`config.mk`:
```
export PLATFORM = sky130hd
export DESIGN_NAME = backlight_i2c_slave_port
export DESIGN_NICKNAME = d
export VERILOG_FILES = /design/src/backlight_i2c_pkg.sv /design/src/byte_fifo.sv /design/src/backlight_i2c_slave_port.sv
export VERILOG_INCLUDE_DIRS = /design/src
export SDC_FILE = /design/constraint.sdc
export NUM_CORES = 1
export LEC_CHECK = 0
export ABC_AREA = 1
export BUFFER_PORTS_ARGS = -buffer_cell sky130_fd_sc_hd__buf_2
export CAP_MARGIN = 0
export CORE_AREA = 5 5 140 142
export DETAILED_ROUTE_END_ITERATION = 6
export DIE_AREA = 0 0 145 147
export PLACE_DENSITY = 0.79
export SLEW_MARGIN = 20
export SYNTH_ARGS = -nofsm -noshare
export SYNTH_HDL_FRONTEND = slang
export SYNTH_SLANG_ARGS = --single-unit
```
`constraint.sdc`:
```
create_clock -name I_MCLK -period 7.4 [get_ports I_MCLK]
set_clock_uncertainty 0.1 [all_clocks]
set_input_delay 0 -clock I_MCLK [delete_from_list [all_inputs] [get_ports I_MCLK]]
set_output_delay 0 -clock I_MCLK [all_outputs]
set_load 0.02 [all_outputs]
```
`src/backlight_i2c_map.svh`:
```
// constants, offsets and timing counts of the two-wire slave port
`ifndef BACKLIGHT_I2C_MAP_SVH
`define BACKLIGHT_I2C_MAP_SVH
// Functional notes
// target only: never drives the clock, never makes start or stop
// data sampled while clock high; sender changes data only while clock low
// data change while clock high mid-transfer abandons the transaction
// bytes are eight bits, msb first, then an acknowledge slot
// data falling with clock high is start; rising with clock high is stop
// master makes all starts and stops; bus busy from start to after stop
// repeated start accepted mid-transfer; next byte is a new address byte
// ninth clock: transmitter releases data, receiver holds it low through high
// master clocks every acknowledge; receiver acks all but master's last read byte
// master marks last read byte by leaving data high in acknowledge clock
// answers target address 2Ch, address byte 58h write, 59h read
// first seven bits are address, eighth is direction, one means read
// address byte acked only on match, then receive or transmit by direction
// write: address, register index, data bytes, each acked and stored; code nacks and drops a data byte while the write buffer is full
// index increments after each acknowledged write data byte
// read: index written, repeated start, read address, then indexed data
// each master ack during read increments index and sends next register
// read ends with master nack then stop; device releases data line
// master ends a write with stop after last acknowledged data byte
// start or stop resets bit counter and byte state, releases data line
// clock and data synchronised and glitch filtered before edge detection

// ==========================================
// addressing
`define TARGET_ADDR7 7'h2c
`define ADDR_BYTE_WR 8'h58
`define ADDR_BYTE_RD 8'h59
`define DIR_READ 1'b1

// ==========================================
// framing and timing
`define BYTE_BITS 4'h8
`define TX_LAST_FALL 4'h7
`define GLITCH_TAPS 3
`define FIFO_WIDTH 16
`define FIFO_DEPTH 8
`endif

```
`src/backlight_i2c_pkg.sv`:
```
// types shared by the two-wire slave port
package backlight_i2c_pkg;
    // ==========================================
    // byte state machine, one-hot
    typedef enum logic [5:0] {
        ST_IDLE = 6'h01,
        ST_ADDR = 6'h02,
        ST_WRX = 6'h04,
        ST_ACK = 6'h08,
        ST_TX = 6'h10,
        ST_MACK = 6'h20
    } slave_state_t;
endpackage

```
`src/byte_fifo.sv`:
```
// small fifo with registered read data
`timescale 1ns/1ps
module byte_fifo #(
    parameter int W = 16,
    parameter int D = 8
) (
    input wire logic i_clk,
    input wire logic i_rst_n,
    input wire logic i_ce,
    input wire logic i_in_valid,
    output logic o_in_ready,
    input wire logic [W-1:0] i_in_data,
    output logic o_out_valid,
    input wire logic i_out_ready,
    output logic [W-1:0] o_out_data
);
    localparam int AW = (D > 1) ? $clog2(D) : 1;
    localparam int CW = $clog2(D + 1);

    typedef struct packed {
        logic [D-1:0][W-1:0] mem;
        logic [AW-1:0] wp;
        logic [AW-1:0] rp;
        logic [CW-1:0] cnt;
        logic ov;
        logic [W-1:0] od;
    } fifo_state_t;

    fifo_state_t q;
    fifo_state_t n;
    logic push;
    logic pop;

    // ==========================================
    // next state; depth must be a power of two so pointers wrap freely
    always_comb begin
        n = q;
        push = i_in_valid && (q.cnt < CW'(D));
        pop = (q.cnt != '0) && (!q.ov || i_out_ready);
        if (q.ov && i_out_ready) begin
            n.ov = 1'b0;
        end
        if (pop) begin
            n.od = q.mem[q.rp];
            n.ov = 1'b1;
            n.rp = q.rp + AW'(1);
        end
        if (push) begin
            n.mem[q.wp] = i_in_data;
            n.wp = q.wp + AW'(1);
        end
        n.cnt = q.cnt + CW'(push) - CW'(pop);
    end

    // ==========================================
    // state register, frozen while enable is low
    always_ff @(posedge i_clk or negedge i_rst_n) begin
        if (!i_rst_n) begin
            q <= '0;
        end else if (i_ce) begin
            q <= n;
        end
    end

    assign o_in_ready = (q.cnt < CW'(D)); // holding side may stall on this
    assign o_out_valid = q.ov;
    assign o_out_data = q.od;
endmodule

```
`src/backlight_i2c_slave_port.sv`:
```
// two-wire slave port of the backlight driver: framing, addressing, byte access
`timescale 1ns/1ps
`include "backlight_i2c_map.svh"
module backlight_i2c_slave_port
    import backlight_i2c_pkg::*;
#(
    parameter int FIFO_W = `FIFO_WIDTH,
    parameter int FIFO_D = `FIFO_DEPTH
) (
    input wire logic I_MCLK,
    input wire logic I_RST_B,
    input wire logic I_CE,
    input wire logic I_SCL,
    input wire logic I_SDA,
    output logic O_SDA_O,
    output logic O_SDA_OE,
    output logic O_WR_VALID,
    input wire logic I_WR_READY,
    output logic [7:0] O_WR_INDEX,
    output logic [7:0] O_WR_DATA,
    output logic [7:0] O_RD_INDEX,
    input wire logic [7:0] I_RD_DATA,
    output logic O_BUSY
);
    localparam int T = `GLITCH_TAPS;

    // ==========================================
    // timing budget of the line pipeline
    // pins pass two sync flops and then T filter taps, so every line
    // event is seen about five clocks after the pin has moved
    // both lines share the same pipeline, so their order is kept exactly
    // and a start or stop is never mistaken for a data bit
    // a bus clock phase shorter than the T filter taps is not seen at all:
    // that is the trade for glitch immunity, only slow masters are served
    // the port never stretches the bus clock, so a full write buffer
    // can only be answered by a refused acknowledge
    // read data are taken at the filtered fall, so the register side
    // has at least two clocks after an index step to settle them
    // the index survives a stop, so a read without a fresh index
    // continues where the last transfer left off

    // ==========================================
    // state record
    typedef struct packed {
        logic [1:0] scl_sync;
        logic [1:0] sda_sync;
        logic [T-1:0] scl_hist;
        logic [T-1:0] sda_hist;
        logic scl_f;
        logic sda_f;
        slave_state_t st;
        logic [3:0] bit_cnt;
        logic [7:0] shift;
        logic [7:0] index;
        logic have_index;
        logic is_read;
        logic ack_go;
        logic addr_phase;
        logic bump;
        logic sda_o;
        logic sda_oe;
        logic busy;
        logic push;
        logic [15:0] push_data;
    } port_state_t;

    // registered record and its next value; one record keeps the
    // reset and enable handling in a single process
    port_state_t q;
    port_state_t n;
    logic [1:0] rst_pipe;
    logic rst_n;
    logic scl_n;
    logic sda_n;
    logic scl_rise;
    logic scl_fall;
    logic start_seen;
    logic stop_seen;
    logic fifo_in_ready;
    logic fifo_out_valid;
    logic [15:0] fifo_out_data;

    // ==========================================
    // reset release through two flops; asserts at once, releases on clock
    always_ff @(posedge I_MCLK or negedge I_RST_B) begin
        if (!I_RST_B) begin
            rst_pipe <= 2'h0;
        end else if (I_CE) begin
            rst_pipe <= {rst_pipe[0], 1'b1};
        end
    end
    assign rst_n = rst_pipe[1];

    // ==========================================
    // filtered line levels: a level is taken only once all taps agree
    // a line that flickers between taps keeps its last filtered level
    always_comb begin
        if (&q.scl_hist) begin
            scl_n = 1'b1;
        end else if (~|q.scl_hist) begin
            scl_n = 1'b0;
        end else begin
            scl_n = q.scl_f;
        end
        if (&q.sda_hist) begin
            sda_n = 1'b1;
        end else if (~|q.sda_hist) begin
            sda_n = 1'b0;
        end else begin
            sda_n = q.sda_f;
        end
    end

    // edges of the filtered clock; conditions need clock high on both sides
    assign scl_rise = scl_n && !q.scl_f;
    assign scl_fall = !scl_n && q.scl_f;
    assign start_seen = q.scl_f && scl_n && q.sda_f && !sda_n;
    assign stop_seen = q.scl_f && scl_n && !q.sda_f && sda_n;

    // ==========================================
    // next state of the whole port
    always_comb begin
        n = q;
        n.push = 1'b0;
        n.sda_o = 1'b0; // open drain: only ever pulls low
        // two-flop synchronisers feed the glitch filter taps
        n.scl_sync = {q.scl_sync[0], I_SCL};
        n.sda_sync = {q.sda_sync[0], I_SDA};
        n.scl_hist = {q.scl_hist[T-2:0], q.scl_sync[1]};
        n.sda_hist = {q.sda_hist[T-2:0], q.sda_sync[1]};
        n.scl_f = scl_n;
        n.sda_f = sda_n;

        // conditions win over byte handling in the same cycle
        if (start_seen) begin
            // start or repeated start: next byte is an address
            n.st = ST_ADDR;
            n.bit_cnt = 4'h0;
            n.sda_oe = 1'b0;
            n.have_index = 1'b0;
            n.ack_go = 1'b0;
        end else if (stop_seen) begin
            // stop ends, and mid-byte aborts, whatever was running
            n.st = ST_IDLE;
            n.bit_cnt = 4'h0;
            n.sda_oe = 1'b0;
            n.ack_go = 1'b0;
        end else begin
            case (q.st)
                ST_ADDR, ST_WRX: begin
                    // sample on the rising clock, msb first
                    if (scl_rise && q.bit_cnt < `BYTE_BITS) begin
                        n.shift = {q.shift[6:0], sda_n};
                        n.bit_cnt = q.bit_cnt + 4'h1;
                    end
                    // decide the acknowledge once the eighth clock goes low
                    if (scl_fall && q.bit_cnt == `BYTE_BITS) begin
                        n.st = ST_ACK;
                        n.bump = 1'b0;
                        if (q.st == ST_ADDR) begin
                            n.addr_phase = 1'b1;
                            n.is_read = (q.shift[0] == `DIR_READ);
                            n.ack_go = (q.shift[7:1] == `TARGET_ADDR7);
                        end else if (!q.have_index) begin
                            // first byte of a write is the register index
                            n.addr_phase = 1'b0;
                            n.index = q.shift;
                            n.have_index = 1'b1;
                            n.ack_go = 1'b1;
                        end else begin
                            // full buffer refuses the byte with a nack
                            n.addr_phase = 1'b0;
                            n.ack_go = fifo_in_ready;
                            n.push = fifo_in_ready;
                            n.push_data = {q.index, q.shift};
                            n.bump = fifo_in_ready;
                        end
                        n.sda_oe = n.ack_go; // hold low through the ninth clock
                    end
                end
                ST_ACK: begin
                    // ninth clock ends: release, then pick the next phase
                    if (scl_fall) begin
                        n.sda_oe = 1'b0;
                        n.bit_cnt = 4'h0;
                        if (q.bump) begin
                            n.index = q.index + 8'h01;
                        end
                        if (!q.ack_go) begin
                            n.st = ST_IDLE; // unaddressed or refused byte: wait for a start
                        end else if (q.addr_phase && q.is_read) begin
                            // become transmitter, first bit driven now
                            n.st = ST_TX;
                            n.shift = I_RD_DATA;
                            n.sda_oe = !I_RD_DATA[7];
                        end else begin
                            n.st = ST_WRX;
                        end
                    end
                end
                ST_TX: begin
                    // change data only after the clock has fallen
                    if (scl_fall) begin
                        if (q.bit_cnt == `TX_LAST_FALL) begin
                            n.sda_oe = 1'b0; // free the line for the master ack
                            n.st = ST_MACK;
                        end else begin
                            n.shift = {q.shift[6:0], 1'b0};
                            n.sda_oe = !q.shift[6];
                            n.bit_cnt = q.bit_cnt + 4'h1;
                        end
                    end
                end
                ST_MACK: begin
                    // low in the ninth clock means send more
                    if (scl_rise) begin
                        n.ack_go = !sda_n;
                        if (!sda_n) begin
                            n.index = q.index + 8'h01;
                        end
                    end
                    if (scl_fall) begin
                        n.bit_cnt = 4'h0;
                        if (q.ack_go) begin
                            n.st = ST_TX;
                            n.shift = I_RD_DATA;
                            n.sda_oe = !I_RD_DATA[7];
                        end else begin
                            n.st = ST_IDLE; // nack: stay off the line
                            n.sda_oe = 1'b0;
                        end
                    end
                end
                ST_IDLE: begin
                    // unaddressed or finished: keep off the line until a start
                    n.sda_oe = 1'b0;
                end
                default: begin
                    n.st = ST_IDLE;
                    n.sda_oe = 1'b0;
                end
            endcase
        end
        n.busy = (n.st != ST_IDLE);
    end

    // ==========================================
    // state register; lines idle high so filters start at one
    // enable low freezes every flop of the record, filters included
    always_ff @(posedge I_MCLK or negedge rst_n) begin
        if (!rst_n) begin
            q <= '0;
            q.scl_sync <= 2'h3;
            q.sda_sync <= 2'h3;
            q.scl_hist <= '1;
            q.sda_hist <= '1;
            q.scl_f <= 1'b1;
            q.sda_f <= 1'b1;
            q.st <= ST_IDLE;
        end else if (I_CE) begin
            q <= n;
        end
    end

    // ==========================================
    // write data buffer towards the register file
    // words carry the index in the upper byte and the data in the lower
    // the consumer may stall; a full buffer makes the port refuse bytes
    byte_fifo #(
        .W(FIFO_W),
        .D(FIFO_D)
    ) u_wr_fifo (
        .i_clk(I_MCLK),
        .i_rst_n(rst_n),
        .i_ce(I_CE),
        .i_in_valid(q.push),
        .o_in_ready(fifo_in_ready),
        .i_in_data(q.push_data),
        .o_out_valid(fifo_out_valid),
        .i_out_ready(I_WR_READY),
        .o_out_data(fifo_out_data)
    );

    // ==========================================
    // outputs, all straight from flops
    // the data pin value is a constant low; only its enable moves
    assign O_SDA_O = q.sda_o;
    assign O_SDA_OE = q.sda_oe;
    assign O_BUSY = q.busy;
    assign O_RD_INDEX = q.index;
    assign O_WR_VALID = fifo_out_valid;
    assign O_WR_INDEX = fifo_out_data[15:8];
    assign O_WR_DATA = fifo_out_data[7:0];
endmodule

```
==> metrics.yaml <==
detailed_routing:
  ant_nets: 0
  via_count: 8917
  avgViaCountPerCell: 5.491
  drc: 0
  dr.pass1.iters: 5
  wl_per_cell_um: 15.65
  first_iter_violations: 741
  totalWireLength_mm: 25.41
synthesis:
  synth_xor_xnor_area_share_pct: 0.5573
  synth_top_area_cell: "dfrtp_1"
  syn_nets: 1389
  synthAdderAreaFrac_pct: 1.319
  synth_top_family_by_area: "simple AND/OR/NAND/NOR gates"
  ys_top_cells_by_area: "dfrtp_1 (47%), nand2_1 (12%), o21ai_0 (7.6%), inv_1 (5.2%), a21oi_1 (4.2%)"
  avgSynthCellArea_sq_um: 8.065
  syn_area_sq_mm: 0.01100
  synth_cells: 1364
  ys_seq_area_share_pct: 49.97
  synth.area.mux_share_pct: 0
  synth-simple-area-share_pct: 22.28
  ys_ff_latch: 219
  synth_top_area_share_pct: 46.86
  synth_cell_types: 40
  ys_warn_count: 0
  synth_compound_area_share_pct: 16.03
power:
  irDropWorstVdd_uv: 290.2
  pwr_density_cell_mw_per_mm2: 304.0
  p_leak_nw: 5.879
  finalPower_mw: 3.709
timing:
  drv_slew: 0
  setup_viol: 0
  tns_ps: 0
  period_needed_ps: 2565
  worst_slack_ps: 4835
  hold_viol_final: 0
  period_share_pct: 34.66
  grt_setup_unrepaired: "no"
  worstMarginPinSlew_ps: 899.1
  slew-limit-headroom_pct: 39.97
  max_freq_mhz: 389.9
clock_network:
  htree_levels: 1
  clkLatencyLatePin_ps: 510
  cts_inserted_buffers: 23
  clkTransAtPathRegs_ps: 60
  clockRootBuffer: "clkbuf_16"
  clockBufferDepth: 3
  cts.repair.resized: 0
  cts_setup_buffers: 0
  postCtsHoldBufs: 17
  cts_num_sinks: 219
  cts_tree: "built"
global_route:
  grt_pass1_wl_mm: 42.90
  grt_max_degree: 79
  grt_overflow: 0
  grt_pass1_vias: 8614
  antenna_found_initial: 0
  track_usage_pct: 23.77
placed_design:
  gp_congestion: 0.9072
  numPortBuffers: 40
  dpl.hpwl_mm: 16.11
  post-place-ws_ps: 4941
critical_path:
  crit_type: "in -> reg"
  arrival_ps: 2840
  cp_data_required_time_ps: 7680
  worstPathMaxFanout: 41
  reg2reg_from: "u_wr_fifo.q[22]"
  r2r_cells: 7
  r2r_slack_ps: 4960
  startpoint: "I_CE"
  start_kind: "primary input"
  cp-end-kind: "register"
  rr_endpoint: "u_wr_fifo.o_out_data[3]"
final_layout:
  nFillCells: 1480
  diodes: 0
  areaGrowthSynthToFinish_pct: 10.92
  drive_above_1_share_pct: 12.88
  fin_nets: 1398
floorplan:
  core_area_sq_mm: 0.01833
  design.die.area_sq_mm: 0.02132
  ioPinCount: 42
  die_w_um: 145
  die_h_um: 147
  initial_core_util_pct: 60.01
  rows: 50
worst_hold_path:
  hold_path_class: "reg -> async"
run_status:
  status: "finished, final reports clean"
job:
  maxCapViolCount: 0
==> report_power, final <==
part	internal (mW)	switching (mW)	total, mW
Combinational	0.328	0.671	0.999
Sequential	1.33	0.113	1.44
Clock	0.787	0.482	1.27
Total	2.44	1.27	3.71
==> state kept, by name, summed over array words and instances, names as in the netlist, 2 cells and up <==
| name | count |
|---|---|
| u_wr_fifo.q | 138 |
| q | 44 |
| u_wr_fifo.o_out_data | 16 |
| O_RD_INDEX | 8 |
| n | 8 |
| rst_pipe | 2 |
==> critical path, stage by stage <==
cell	delay (ps)
dlygate4sd3_1	520
buf_2	570
nand2_1	230
nor2_1	210
inv_1	120
nor2_2	680
buf_4	360
o21ai_0	130
==> final cells by class <==
type,instances,area (sq um),share of cell area (%)
well taps,234,292.8,2.400
clock buffers,28,634.4,5.199
multi-input cells,892,4443,36.41
clock inverters,14,207.7,1.702
repair buffers,70,495.5,4.061
flip-flops and latches,219,5502,45.09
inverters,167,626.9,5.137
==> per-stage QoR <==
step | hold WS (ps) | utilization (%) | cell area (sq um) | instances
6_report | 175.3 | 66.57 | 12200 | 1624
3_5_place_dp | -311.9 | 60.77 | 11140 | 1563
5_1_grt | 221.0 | 66.57 | 12200 | 1624
2_1_floorplan | -395.6 | - | 11000 | 1364
3_3_place_gp | -313.5 | 60.77 | 11140 | 1563
4_1_cts | 219.9 | 66.29 | 12150 | 1622
==> per-layer routing <==
metal | vias up | wire length [um] | share of wire (%) | track usage (%)
li1 | 4396 | - | - | -
met1 | 4195 | 10940 | 43 | 32.77
met2 | 277 | 12450 | 49 | 39.90
met3 | 49 | 1431 | 5.6 | 2.745
met4 | 0 | 595 | 2.3 | 7.203
met5 | - | 0 | 0 | 0
==> cells in the final DEF (no fill, tap or decap), types with 8 or more instances in the layout <==
master	instances
buf_2	40
nand2_2	8
inv_2	15
dfstp_2	13
nor2_2	13
ha_1	10
inv_1	151
o211ai_1	33
o21ai_0	167
buf_4	11
nand4_1	21
nor2_1	72
a21oi_1	93
o21ai_1	32
nand3_1	47
clkbuf_16	23
nand2_1	348
nor2_4	10
dlygate4sd3_1	17
dfrtp_1	204
==> synthesized netlist by cell type <==
master	instances
xor2_1	6
nor2_4	9
a21oi_2	1
o21ai_0	167
nand2_1	349
conb_1	1
inv_1	151
a21oi_1	93
nor2_8	2
buf_4	25
nand2_4	3
nor3_2	1
dfstp_2	13
a21oi_4	1
xnor2_1	1
nand4_2	1
nand3_2	6
clkinv_1	1
buf_2	17
o21ai_2	1
a22oi_1	1
ha_1	10
nor2_1	74
nand4_1	21
nand3_4	4
o21ai_1	32
fa_1	1
buf_1	5
or2_2	3
clkbuf_1	37
nand3_1	47
dfrtp_1	206
o211ai_1	33
nand4_4	1
nor2_2	12
nor3_1	2
inv_2	15
a31oi_1	2
nand2_2	7
buf_6	2
==> how the worst max path moves through the flow <==
stage | slack [ps] | to | cells past startpoint
final | 4840 | u_wr_fifo.q[139] | 8
after global routing | 4630 | u_wr_fifo.q[154] | 9
after CTS | 4870 | u_wr_fifo.q[30] | 8
after detailed placement | 4940 | u_wr_fifo.q[27] | 6
after global placement | 4990 | u_wr_fifo.o_out_data[0] | 7
after floorplan | 750 | O_BUSY | 0
==> kinds of logic (layout without fill, tap and decap cells) <==
family                     after synthesis  in the layout
DFF                                    219            219
AOI/OAI and AO/OA                      331            331
buffers and inverters                  253            279
other                                    1              1
xor gates and xnor gates                 7              7
and+or+nand+nor                        542            542
adders and majority gates               11             11
Power figures use the tool's default switching activity.
